### config.mk
export PLATFORM = sky130hd
export DESIGN_NAME = uart_baud_format_transmitter
export DESIGN_NICKNAME = d
export VERILOG_FILES = /design/src/include/uart_pkg.sv /design/src/rtl/uart_baud_format_transmitter.sv
export SDC_FILE = /design/constraint.sdc
export NUM_CORES = 1
export LEC_CHECK = 0
export ABC_AREA = 1
export ABC_CLOCK_PERIOD_IN_PS = 4000
export BUFFER_PORTS_ARGS = -buffer_cell sky130_fd_sc_hd__buf_4
export CAP_MARGIN = 20
export CORE_MARGIN = 2
export CORE_UTILIZATION = 50
export CTS_CLUSTER_SIZE = 28
export DETAILED_ROUTE_END_ITERATION = 8
export PLACE_DENSITY = 0.67
export SLEW_MARGIN = 20
export SYNTH_ARGS = -nofsm -noshare
export SYNTH_HDL_FRONTEND = slang
export SYNTH_SLANG_ARGS = --single-unit
### constraint.sdc
create_clock -name clock_i -period 4 [get_ports clock_i]
set_input_delay 1 -clock clock_i [delete_from_list [all_inputs] [get_ports clock_i]]
set_output_delay 1 -clock clock_i [all_outputs]
set_load 0.02 [all_outputs]
### src/include/uart_pkg.sv
// Constants and carrier types for the UART format, baud and transmit block.
// Assumes one 200 MHz clock and an 8-bit register port with a one-cycle read.
package uart_pkg;
   // Register offsets
   localparam logic [2:0] OFS_DATA = 3'h0;
   localparam logic [2:0] OFS_BAUD = 3'h1;
   localparam logic [2:0] OFS_CTRL1 = 3'h2;
   localparam logic [2:0] OFS_CTRL2 = 3'h3;
   localparam logic [2:0] OFS_STATUS = 3'h4;
   // uart_control_one fields
   localparam int C1_UART_ON = 7;
   localparam int C1_NINE = 6;
   localparam int C1_PAR_ON = 5;
   localparam int C1_PAR_ODD = 4;
   localparam int C1_TWO_STOP = 3;
   localparam int C1_BREAK = 2;
   localparam int C1_RX_BIT8 = 1;
   localparam int C1_TX_BIT8 = 0;
   // uart_control_two fields
   localparam int C2_TX_ON = 7;
   localparam int C2_RX_ON = 6;
   localparam int C2_HISPEED = 5;
   localparam int C2_EMPTY_IE = 0;
   // Status fields
   localparam int ST_TXEMPTY = 0;
   localparam int ST_TXIDLE = 1;
   localparam int ST_RXIDLE = 2;
   localparam int ST_RXAVAIL = 3;
   localparam int ST_OVERRUN = 4;
   localparam int ST_FRAMING = 5;
   localparam int ST_PARERR = 6;
   localparam int ST_NOISE = 7;
   // Reset values
   localparam logic [7:0] CTRL1_RST = 8'h00;
   localparam logic [7:0] CTRL2_RST = 8'h00;
   localparam logic [7:0] BAUD_RST = 8'h00;
   localparam logic [7:0] DATA_RST = 8'h00;
   // Timing counts
   localparam logic [3:0] OS_LAST = 4'hf;
   localparam logic [1:0] PRE_LAST = 2'h3;
   localparam logic [3:0] BREAK_LAST = 4'hd;
   localparam logic [3:0] MIN_SLOTS = 4'h9;
   localparam logic [3:0] DATA_LAST8 = 4'h7;
   localparam logic [3:0] SMP_A = 4'h7;
   localparam logic [3:0] SMP_C = 4'h9;
   localparam int LOW_DIV = 64;
   localparam int HIGH_DIV = 16;

   // One register access
   typedef struct packed {
      logic [2:0] addr;
      logic [7:0] wdata;
      logic wr;
      logic rd;
   } reg_req_t;
endpackage : uart_pkg

### src/rtl/uart_baud_format_transmitter.sv
// UART core: baud generator, frame format, transmitter, receiver, registers.
// Assumes software on a plain one-cycle register port and a remote UART on the pins.
//
// How it works
// Transmit empty flag raises the interrupt request only while its enable is set.
// One 8-bit data location serves transmit writes and receive reads.
// Bit rate is clock over 64(N+1) in low speed, 16(N+1) in high.
// A free-running 8-bit timer reloads from the divisor N, 0 to 255.
// Frames are NRZ: start, eight or nine data slots, one or two two_stop_select.
// After reset the format is eight data bits, no parity, one stop.
// Both directions share format and baud rate and shift LSB first.
// Parity is even, odd or absent, chosen by two control bits.
// Parity sits in the last data slot, leaving seven or eight data bits.
// Stop bit count is chosen apart from the data length.
// Pins belong to the UART only when global, transmit and receive enables are set.
// The transmit line idles high.
// Global disable releases the pins and empties the buffers.
// Global disable clears transmit and receive enables, break and receive flags, sets idle and empty.
// Global disable two_stop_select traffic at once; re-enable keeps the configuration.
// The shifter reloads from the buffer only after the last stop bit.
// In nine-bit mode the ninth control bit is sent as data MSB.
// A frame starts once data is loaded, the transmitter enabled and a bit tick comes.
// A write while the shifter is empty goes straight into the shifter.
// Clearing the transmit enable aborts the frame and resets the transmitter.
// The shifter has no register address.
// Parity odd select low gives even parity, high gives odd.
// Nine bit select high gives nine data slots, low gives eight.
// Data reads return received data; writes go to the transmit buffer.
// The receiver samples at the same divisor as the transmitter.
`timescale 1ns/1ps
module uart_baud_format_transmitter import uart_pkg::*; (
   // Clock and reset
   input wire logic clock_i,
   input wire logic rst_b_i,
   // Register port
   input wire reg_req_t req_i,
   output logic [7:0] rd_data_o,
   // Serial pins
   input wire logic rx_i,
   output logic tx_o,
   output logic tx_oe_o,
   output logic rx_owned_o,
   // Interrupt request
   output logic irq_req_o
);
   typedef enum logic [1:0] {TX_IDLE, TX_PEND, TX_SHIFT, TX_BREAK} tx_state_t;
   typedef enum logic [1:0] {RX_IDLE, RX_START, RX_DATA, RX_STOP} rx_state_t;

   logic [7:0] ctrl1_q, ctrl2_q, baud_q, tx_buf_q, rd_q;
   logic [8:0] rx_buf_q, rx_sh_q, rx_word;
   logic [11:0] tx_shift_q, load_frame;
   logic [3:0] tx_left_q, brk_cnt_q, tx_len, os_cnt_q, rx_os_q, rx_cnt_q;
   logic [1:0] pre_q;
   logic [7:0] base_q;
   logic [2:0] rx_s_q, smp_q;
   tx_state_t tx_st_q;
   rx_state_t rx_st_q;
   logic tx_line_q, txempty_q, txidle_q, rxavail_q, overrun_q, framing_q, parerr_q;
   logic noise_q, rxidle_q, uen_prev_q, run_prev_q, rx_lvl_q, rx_noisy_q;
   logic tx_oe_q, rx_own_q, irq_q;
   logic uen, nine, par_on, par_odd, two_stop, brk, tx_on, rx_on, hispeed, empty_ie;
   logic dis_ev, tx_run, tx_abort, rx_run, base_tick, os_tick, bit_tick;
   logic wr_data, accepted, rd_data, frame_end, buf_load, direct_load;
   logic rx_done, rx_start, bit_done, maj, noisy, rx_par_bad;

   // Control fields
   assign uen = ctrl1_q[C1_UART_ON];
   assign nine = ctrl1_q[C1_NINE];
   assign par_on = ctrl1_q[C1_PAR_ON];
   assign par_odd = ctrl1_q[C1_PAR_ODD];
   assign two_stop = ctrl1_q[C1_TWO_STOP];
   assign brk = ctrl1_q[C1_BREAK];
   assign tx_on = ctrl2_q[C2_TX_ON];
   assign rx_on = ctrl2_q[C2_RX_ON];
   assign hispeed = ctrl2_q[C2_HISPEED];
   assign empty_ie = ctrl2_q[C2_EMPTY_IE];

   // Events of the register port and of enables
   assign dis_ev = uen_prev_q & ~uen;
   assign tx_run = uen & tx_on;
   assign rx_run = uen & rx_on;
   assign tx_abort = dis_ev | (run_prev_q & ~tx_run);
   assign wr_data = req_i.wr && (req_i.addr == OFS_DATA) && uen;
   assign accepted = wr_data & txempty_q; // Writes are refused while the buffer is full
   assign rd_data = req_i.rd && (req_i.addr == OFS_DATA);

   // Frame assembly, done once at load so format changes mid-frame do no harm
   function automatic logic [11:0] frame_of(input logic [7:0] b, input logic b8,
                                            input logic n9, input logic pe, input logic od);
      logic [8:0] w;
      logic par;
      w = n9 ? {b8, b} : {1'b0, b};
      par = (n9 ? ^b : ^b[6:0]) ^ od;
      if (pe) begin
         if (n9) begin
            w[8] = par;
         end else begin
            w[7] = par;
         end
      end
      // Ones above the data slots become the stop bits
      frame_of = n9 ? {2'b11, w, 1'b0} : {3'b111, w[7:0], 1'b0};
   endfunction : frame_of

   assign direct_load = (tx_st_q == TX_IDLE) & accepted;
   assign frame_end = (tx_st_q == TX_SHIFT) & bit_tick & (tx_left_q == 4'h0);
   // Buffer moves on only after the last stop slot has run its full time
   assign buf_load = ~txempty_q & (frame_end | (tx_st_q == TX_IDLE));
   assign load_frame = frame_of(direct_load ? req_i.wdata : tx_buf_q,
                                ctrl1_q[C1_TX_BIT8], nine, par_on, par_odd);
   assign tx_len = MIN_SLOTS + {3'b000, nine} + {3'b000, two_stop};

   // Control registers; global disable clears only its listed bits
   always_ff @(posedge clock_i or negedge rst_b_i) begin
      if (!rst_b_i) begin
         ctrl1_q <= CTRL1_RST;
         ctrl2_q <= CTRL2_RST;
         baud_q <= BAUD_RST;
         uen_prev_q <= 1'b0;
         run_prev_q <= 1'b0;
      end else begin
         uen_prev_q <= uen;
         run_prev_q <= tx_run;
         if (req_i.wr && req_i.addr == OFS_CTRL1) begin
            ctrl1_q <= {req_i.wdata[7:2], 1'b0, req_i.wdata[0]};
         end
         if (req_i.wr && req_i.addr == OFS_CTRL2) begin
            ctrl2_q <= req_i.wdata;
         end
         if (req_i.wr && req_i.addr == OFS_BAUD) begin
            baud_q <= req_i.wdata;
         end
         if (dis_ev) begin
            ctrl2_q[C2_TX_ON] <= 1'b0;
            ctrl2_q[C2_RX_ON] <= 1'b0;
            ctrl1_q[C1_BREAK] <= 1'b0;
         end
      end
   end

   // Baud timer: N+1 clocks, then 4 more in low speed, then 16 per bit
   always_ff @(posedge clock_i or negedge rst_b_i) begin
      if (!rst_b_i) begin
         base_q <= 8'h00;
         pre_q <= 2'h0;
         os_cnt_q <= 4'h0;
      end else if (!uen) begin
         base_q <= 8'h00;
         pre_q <= 2'h0;
         os_cnt_q <= 4'h0;
      end else begin
         base_q <= base_tick ? 8'h00 : base_q + 8'h01;
         if (base_tick) begin
            pre_q <= pre_q + 2'h1;
         end
         if (os_tick) begin
            os_cnt_q <= os_cnt_q + 4'h1;
         end
      end
   end
   assign base_tick = uen & (base_q == baud_q);
   assign os_tick = base_tick & (hispeed | (pre_q == PRE_LAST));
   assign bit_tick = os_tick & (os_cnt_q == OS_LAST);

   // Transmit sequencer; shifter stays internal
   always_ff @(posedge clock_i or negedge rst_b_i) begin
      if (!rst_b_i) begin
         tx_st_q <= TX_IDLE;
         tx_shift_q <= 12'hfff;
         tx_left_q <= 4'h0;
         brk_cnt_q <= 4'h0;
         tx_line_q <= 1'b1;
      end else if (tx_abort) begin
         tx_st_q <= TX_IDLE;
         tx_line_q <= 1'b1;
         tx_left_q <= 4'h0;
      end else begin
         case (tx_st_q)
            TX_IDLE: begin
               if (direct_load || buf_load) begin
                  tx_shift_q <= load_frame;
                  tx_st_q <= TX_PEND;
               end else if (brk && tx_run && bit_tick) begin
                  tx_line_q <= 1'b0;
                  brk_cnt_q <= BREAK_LAST;
                  tx_st_q <= TX_BREAK;
               end
            end
            TX_PEND: begin
               // Waits for the enable as well, so data loaded early still goes
               if (tx_run && bit_tick) begin
                  tx_line_q <= tx_shift_q[0];
                  tx_shift_q <= {1'b1, tx_shift_q[11:1]};
                  tx_left_q <= tx_len;
                  tx_st_q <= TX_SHIFT;
               end
            end
            TX_SHIFT: begin
               if (bit_tick && tx_left_q != 4'h0) begin
                  tx_line_q <= tx_shift_q[0];
                  tx_shift_q <= {1'b1, tx_shift_q[11:1]};
                  tx_left_q <= tx_left_q - 4'h1;
               end else if (buf_load) begin
                  tx_line_q <= 1'b0;
                  tx_shift_q <= {1'b1, load_frame[11:1]};
                  tx_left_q <= tx_len;
               end else if (frame_end && brk) begin
                  tx_line_q <= 1'b0;
                  brk_cnt_q <= BREAK_LAST;
                  tx_st_q <= TX_BREAK;
               end else if (frame_end) begin
                  tx_line_q <= 1'b1;
                  tx_st_q <= TX_IDLE;
               end
            end
            TX_BREAK: begin
               if (bit_tick && brk_cnt_q != 4'h0) begin
                  brk_cnt_q <= brk_cnt_q - 4'h1;
               end else if (bit_tick && brk) begin
                  brk_cnt_q <= BREAK_LAST;
               end else if (bit_tick) begin
                  // Stop bits close the break frame
                  tx_line_q <= 1'b1;
                  tx_shift_q <= 12'hfff;
                  tx_left_q <= {3'b000, two_stop};
                  tx_st_q <= TX_SHIFT;
               end
            end
            default: begin
               tx_st_q <= TX_IDLE;
            end
         endcase
      end
   end

   // Transmit buffer holds one byte behind the shifter
   always_ff @(posedge clock_i or negedge rst_b_i) begin
      if (!rst_b_i) begin
         tx_buf_q <= DATA_RST;
      end else if (accepted && !direct_load) begin
         tx_buf_q <= req_i.wdata;
      end
   end

   // Transmit flags; set wins over clear
   always_ff @(posedge clock_i or negedge rst_b_i) begin
      if (!rst_b_i) begin
         txempty_q <= 1'b1;
         txidle_q <= 1'b1;
      end else if (tx_abort) begin
         txempty_q <= 1'b1;
         txidle_q <= 1'b1;
      end else begin
         if (accepted && !direct_load) begin
            txempty_q <= 1'b0;
         end
         if (accepted) begin
            txidle_q <= 1'b0;
         end
         if (buf_load) begin
            txempty_q <= 1'b1;
         end
         if (frame_end && !buf_load) begin
            txidle_q <= 1'b1;
         end
      end
   end

   // Receive pin synchroniser; a change counts when stages two and three agree
   always_ff @(posedge clock_i or negedge rst_b_i) begin
      if (!rst_b_i) begin
         rx_s_q <= 3'b111;
         rx_lvl_q <= 1'b1;
      end else begin
         rx_s_q <= {rx_s_q[1:0], rx_i};
         if (rx_s_q[1] == rx_s_q[2]) begin
            rx_lvl_q <= rx_s_q[2];
         end
      end
   end

   // Receiver at sixteen samples per bit from the shared timer
   assign bit_done = os_tick & (rx_os_q == OS_LAST);
   assign maj = (smp_q[0] & smp_q[1]) | (smp_q[0] & smp_q[2]) | (smp_q[1] & smp_q[2]);
   assign noisy = ~(&smp_q) & (|smp_q);
   assign rx_start = (rx_st_q == RX_IDLE) & rx_run & os_tick & ~rx_lvl_q;
   assign rx_done = (rx_st_q == RX_STOP) & bit_done;
   assign rx_word = nine ? rx_sh_q : {1'b0, rx_sh_q[8:1]};
   assign rx_par_bad = par_on & ((nine ? ^rx_word : ^rx_word[7:0]) ^ par_odd);

   always_ff @(posedge clock_i or negedge rst_b_i) begin
      if (!rst_b_i) begin
         rx_st_q <= RX_IDLE;
         rx_os_q <= 4'h0;
         rx_cnt_q <= 4'h0;
         rx_sh_q <= 9'h000;
         smp_q <= 3'b111;
         rx_noisy_q <= 1'b0;
      end else if (!rx_run) begin
         rx_st_q <= RX_IDLE;
      end else begin
         if (os_tick && rx_os_q >= SMP_A && rx_os_q <= SMP_C) begin
            smp_q <= {smp_q[1:0], rx_lvl_q};
         end
         if (os_tick && rx_st_q != RX_IDLE) begin
            rx_os_q <= rx_os_q + 4'h1;
         end
         if (bit_done && noisy) begin
            rx_noisy_q <= 1'b1;
         end
         case (rx_st_q)
            RX_IDLE: begin
               if (rx_start) begin
                  rx_os_q <= 4'h0;
                  rx_noisy_q <= 1'b0;
                  rx_st_q <= RX_START;
               end
            end
            RX_START: begin
               if (bit_done) begin
                  rx_cnt_q <= 4'h0;
                  rx_st_q <= maj ? RX_IDLE : RX_DATA;
               end
            end
            RX_DATA: begin
               if (bit_done) begin
                  rx_sh_q <= {maj, rx_sh_q[8:1]};
                  rx_cnt_q <= rx_cnt_q + 4'h1;
                  if (rx_cnt_q == DATA_LAST8 + {3'b000, nine}) begin
                     rx_st_q <= RX_STOP;
                  end
               end
            end
            RX_STOP: begin
               if (bit_done) begin
                  rx_st_q <= RX_IDLE;
               end
            end
            default: begin
               rx_st_q <= RX_IDLE;
            end
         endcase
      end
   end

   // Received word store; a full store refuses the new word
   always_ff @(posedge clock_i or negedge rst_b_i) begin
      if (!rst_b_i) begin
         rx_buf_q <= 9'h000;
      end else if (rx_done && (!rxavail_q || rd_data)) begin
         // A read in the same cycle frees the store, so the new word must land
         rx_buf_q <= rx_word;
      end
   end

   // Receive flags; a data read clears all but the idle flag, a new event in that cycle wins
   always_ff @(posedge clock_i or negedge rst_b_i) begin
      if (!rst_b_i) begin
         {rxavail_q, overrun_q, framing_q, parerr_q, noise_q} <= 5'b00000;
         rxidle_q <= 1'b1;
      end else if (dis_ev) begin
         {rxavail_q, overrun_q, framing_q, parerr_q, noise_q} <= 5'b00000;
         rxidle_q <= 1'b1;
      end else begin
         if (rd_data) begin
            {rxavail_q, overrun_q, framing_q, parerr_q, noise_q} <= 5'b00000;
         end
         if (rx_start) begin
            rxidle_q <= 1'b0;
         end
         if (rx_done || !rx_run) begin
            rxidle_q <= 1'b1;
         end
         if (rx_done && rxavail_q && !rd_data) begin
            overrun_q <= 1'b1;
         end else if (rx_done) begin
            rxavail_q <= 1'b1;
            framing_q <= ~maj;
            parerr_q <= rx_par_bad;
            noise_q <= rx_noisy_q | noisy;
         end
      end
   end

   // Outputs from flip-flops: pin ownership, request flag, read data
   always_ff @(posedge clock_i or negedge rst_b_i) begin
      if (!rst_b_i) begin
         tx_oe_q <= 1'b0;
         rx_own_q <= 1'b0;
         irq_q <= 1'b0;
         rd_q <= 8'h00;
      end else begin
         tx_oe_q <= uen & tx_on & rx_on;
         rx_own_q <= uen & tx_on & rx_on;
         irq_q <= empty_ie & txempty_q;
         rd_q <= 8'h00;
         if (req_i.rd) begin
            case (req_i.addr)
               OFS_DATA: rd_q <= rx_buf_q[7:0];
               OFS_BAUD: rd_q <= baud_q;
               OFS_CTRL1: rd_q <= {ctrl1_q[7:2], rx_buf_q[8], 1'b0};
               OFS_CTRL2: rd_q <= ctrl2_q;
               OFS_STATUS: rd_q <= {noise_q, parerr_q, framing_q, overrun_q,
                                    rxavail_q, rxidle_q, txidle_q, txempty_q};
               default: rd_q <= 8'h00;
            endcase
         end
      end
   end
   assign tx_o = tx_line_q;
   assign tx_oe_o = tx_oe_q;
   assign rx_owned_o = rx_own_q;
   assign irq_req_o = irq_q;
   assign rd_data_o = rd_q;

   logic [13:0] gap_q;
   logic gap_ok_q;
   always_ff @(posedge clock_i or negedge rst_b_i) begin
      if (!rst_b_i) begin
         gap_q <= 14'h0000;
         gap_ok_q <= 1'b0;
      end else begin
         gap_q <= bit_tick ? 14'h0000 : gap_q + 14'h0001;
         if (!uen || req_i.wr) begin
            gap_ok_q <= 1'b0;
         end else if (bit_tick) begin
            gap_ok_q <= 1'b1;
         end
      end
   end
endmodule : uart_baud_format_transmitter

==> flow_summary.yaml <==
run_status:
  status: "finished, final reports clean"
power:
  ir_worst_vdd_uv: 338.1
  power_density_nw_per_um2: 612.1
  leakage_nw: 3.813
  finalPower_mw: 4.777
routing:
  wl_um: 16640
  drc: 0
  drt_iter0_markers: 599
  via_per_inst: 5.482
  firstDrtPassIters: 5
  ant_nets: 0
  wl_per_cell_um: 15.34
  vias: 5948
worst_setup_path:
  critPathKind: "primary input to flip-flop"
  critPathMostFrequentCell: "nand2_1"
  path_delay_family: "simple AND/OR/NAND/NOR gates"
  cpPeakStageDelay_ns: 0.39
  path_cells: "buf_4, nor2_2, nand2_1, nor2_2, nand3_1, nand2_1, nand3_1, nand2_1, nand2_1, nand2_1, nand3_1, nand2_1, nand2_1, nand2_1, nand2_1, nand2_1, nand2_1, a21oi_1"
  arrival_ns: 3.17
  rrSetupSlack_ns: 1.35
  crit_path_start_kind: "primary input"
  critPathBufInv: 1
  crit_path_top_delay_cell: "nor2_2"
  critPathMaxFanout: 12
  cp-startpoint: "req_i[11]"
  r2r_start: "baud_q[4]"
  end_kind: "flip-flop"
  reg2reg_depth: 12
  timing.rr.end: "noise_q"
  cp.required_ns: 4.34
timing:
  period_minus_slack_ns: 2.827
  setup_viol: 0
  relSlewSlack: 0.4597
  finalSetupTns_ns: 0
  rsz0062_at_grt: "no"
  fin_worst_skew_ns: 0.01186
  fin_crit_sh: 0.7068
  layout_setup_ws_ns: 1.173
  hold_violations: 0
  fin_hold_ws_ns: 0.3575
  finalMaxSlewViolations: 0
  worst_pin_slew_ns: 0.8074
  maxClockFrequency_ghz: 0.3537
global_routing:
  overflow: 0
  grt_pass1_vias: 5865
  track_usage: 0.2459
  grt_start_max_net_pins: 52
  antenna_found_initial: 0
  grt_pass1_wl_um: 28120
final_layout:
  fillers: 1162
  antennaDiodeCount: 0
  final_net_count: 922
  syn_to_final_growth_pct: 13.69
  drive_above_1_share: 0.1551
  final_cell_mix: "238 x nand2_1, 105 x inv_1, 101 x dfrtp_1, 92 x o21ai_0, 50 x nand3_1"
  final_common_cell: "nand2_1"
yosys:
  yosys.area.top_type: "dfrtp_1"
  ys_seq_area_frac: 0.4485
  yosys-top-cells-area: "dfrtp_1 37%, nand2_1 13%, dfstp_2 8.0%, o21ai_0 6.7%, inv_1 5.7%"
  synthArstFlopShare: 1.000
  netlist_area_um2: 6865
  yosysWarnings: 0
  synth-seq-cells: 122
  yosysUniqueCellTypes: 60
  synthCells: 866
  synth_ff_type: "dfrtp_1"
  synth_fp_nets: 892
  synth_top_area_share: 0.3681
  synth_edf_count: 0
  avgSynthCellArea_um2: 7.928
die:
  die_y_um: 121.2
  core-area_um2: 13350
  initial_core_util: 0.5143
  ios: 28
  die-area_um2: 14680
  dieWidth_um: 121.2
  row_count: 42
min_path:
  min-delay-start: "rx_s_q[0]"
  hold_path_end: "rx_s_q[1]"
  whs_path_depth: 0
  min_path_type: "flip-flop to flip-flop"
clocking:
  cts_tree: "yes"
  holdBufCountCts: 0
  clk_latency_ns: 0.42
  cts-buffers-inserted: 17
  post_cts_buffers: 0
  root_buffer: "clkbuf_16"
  clk_pin_slew_ns: 0.05
  cts_buffer_depth: 2
  cts_num_sinks: 122
  ctsResizeCount: 0
  htreeDepth: 4
job:
  cap_viol_max_count: 0
place:
  io_buffers: 27
  place_ws_ns: 0.8112
  routabilityCongestion: 0.9304
  dp.final_hpwl_um: 12080
-- report_power, final --
group	switching [mW]	internal [mW]
Clock	0.541	1.04
Sequential	0.213	1.48
Combinational	0.984	0.517
Total	1.74	3.04
-- per-layer routing --
layer  track usage  share of wire  vias up
li1              -              -     2888
met1        0.3223           0.45     2854
met2        0.3961           0.47      165
met3       0.05216          0.047       41
met4        0.1042          0.030        0
met5             0              0        -
-- how the worst max path moves through the flow --
stage,endpoint,slack [ns],cells past startpoint
floorplan,tx_shift_q[8],1.51,18
global placement,tx_shift_q[8],0.94,18
detailed placement,tx_shift_q[8],0.81,18
CTS,tx_shift_q[8],1.23,18
global route,tx_shift_q[8],0.89,18
finish,tx_shift_q[8],1.17,18
-- layout make-up --
class | count | area (um^2) | share of cell area
clock buffers | 24 | 491.7 | 0.06300
clock inverters | 8 | 117.6 | 0.01507
inverters | 116 | 440.4 | 0.05643
multi-input cells | 606 | 3196 | 0.4094
flip-flops and latches | 122 | 3079 | 0.3945
well taps | 176 | 220.2 | 0.02821
repair buffers | 33 | 260.3 | 0.03334
-- synthesized netlist by cell type, types with 4 or more instances --
cell type,n
ha_1,10
nand4_1,5
nand2_2,14
xor2_1,10
dfstp_2,21
nor3_1,8
nor2_1,48
o21ai_1,16
clkbuf_1,9
o21ai_0,92
buf_2,5
nand2_1,238
a221oi_1,9
a21oi_1,32
nand3_2,4
xnor2_1,10
inv_2,7
nand3_1,50
nor2_2,6
dfrtp_1,101
inv_1,105
o2111ai_1,4
-- sequential cells by signal, indices dropped and copies added, names as in the netlist, 7 cells and up --
name / cells
rx_sh_q: 9
rx_buf_q: 9
tx_shift_q: 10
base_q: 8
ctrl1_q: 7
ctrl2_q: 8
rd_data_o: 8
tx_buf_q: 8
baud_q: 8
-- cell families after synthesis --
family,Yosys count,synth area share
mux,3,0.004556
flops,122,0.4485
fa+ha+maj,11,0.01968
buf+inv,138,0.08602
xor+xnor,20,0.02551
simple gates,398,0.2714
compound gates,174,0.1443
-- metrics by stage --
stage | instances | util | cell area, um^2
after floorplan | 866 | - | 6865
after global placement | 1053 | 0.5391 | 7196
after detailed placement | 1053 | 0.5391 | 7196
after CTS | 1085 | 0.5847 | 7805
after global routing | 1085 | 0.5847 | 7805
final | 1085 | 0.5847 | 7805
No activity file was read; power rests on OpenSTA's default activity.
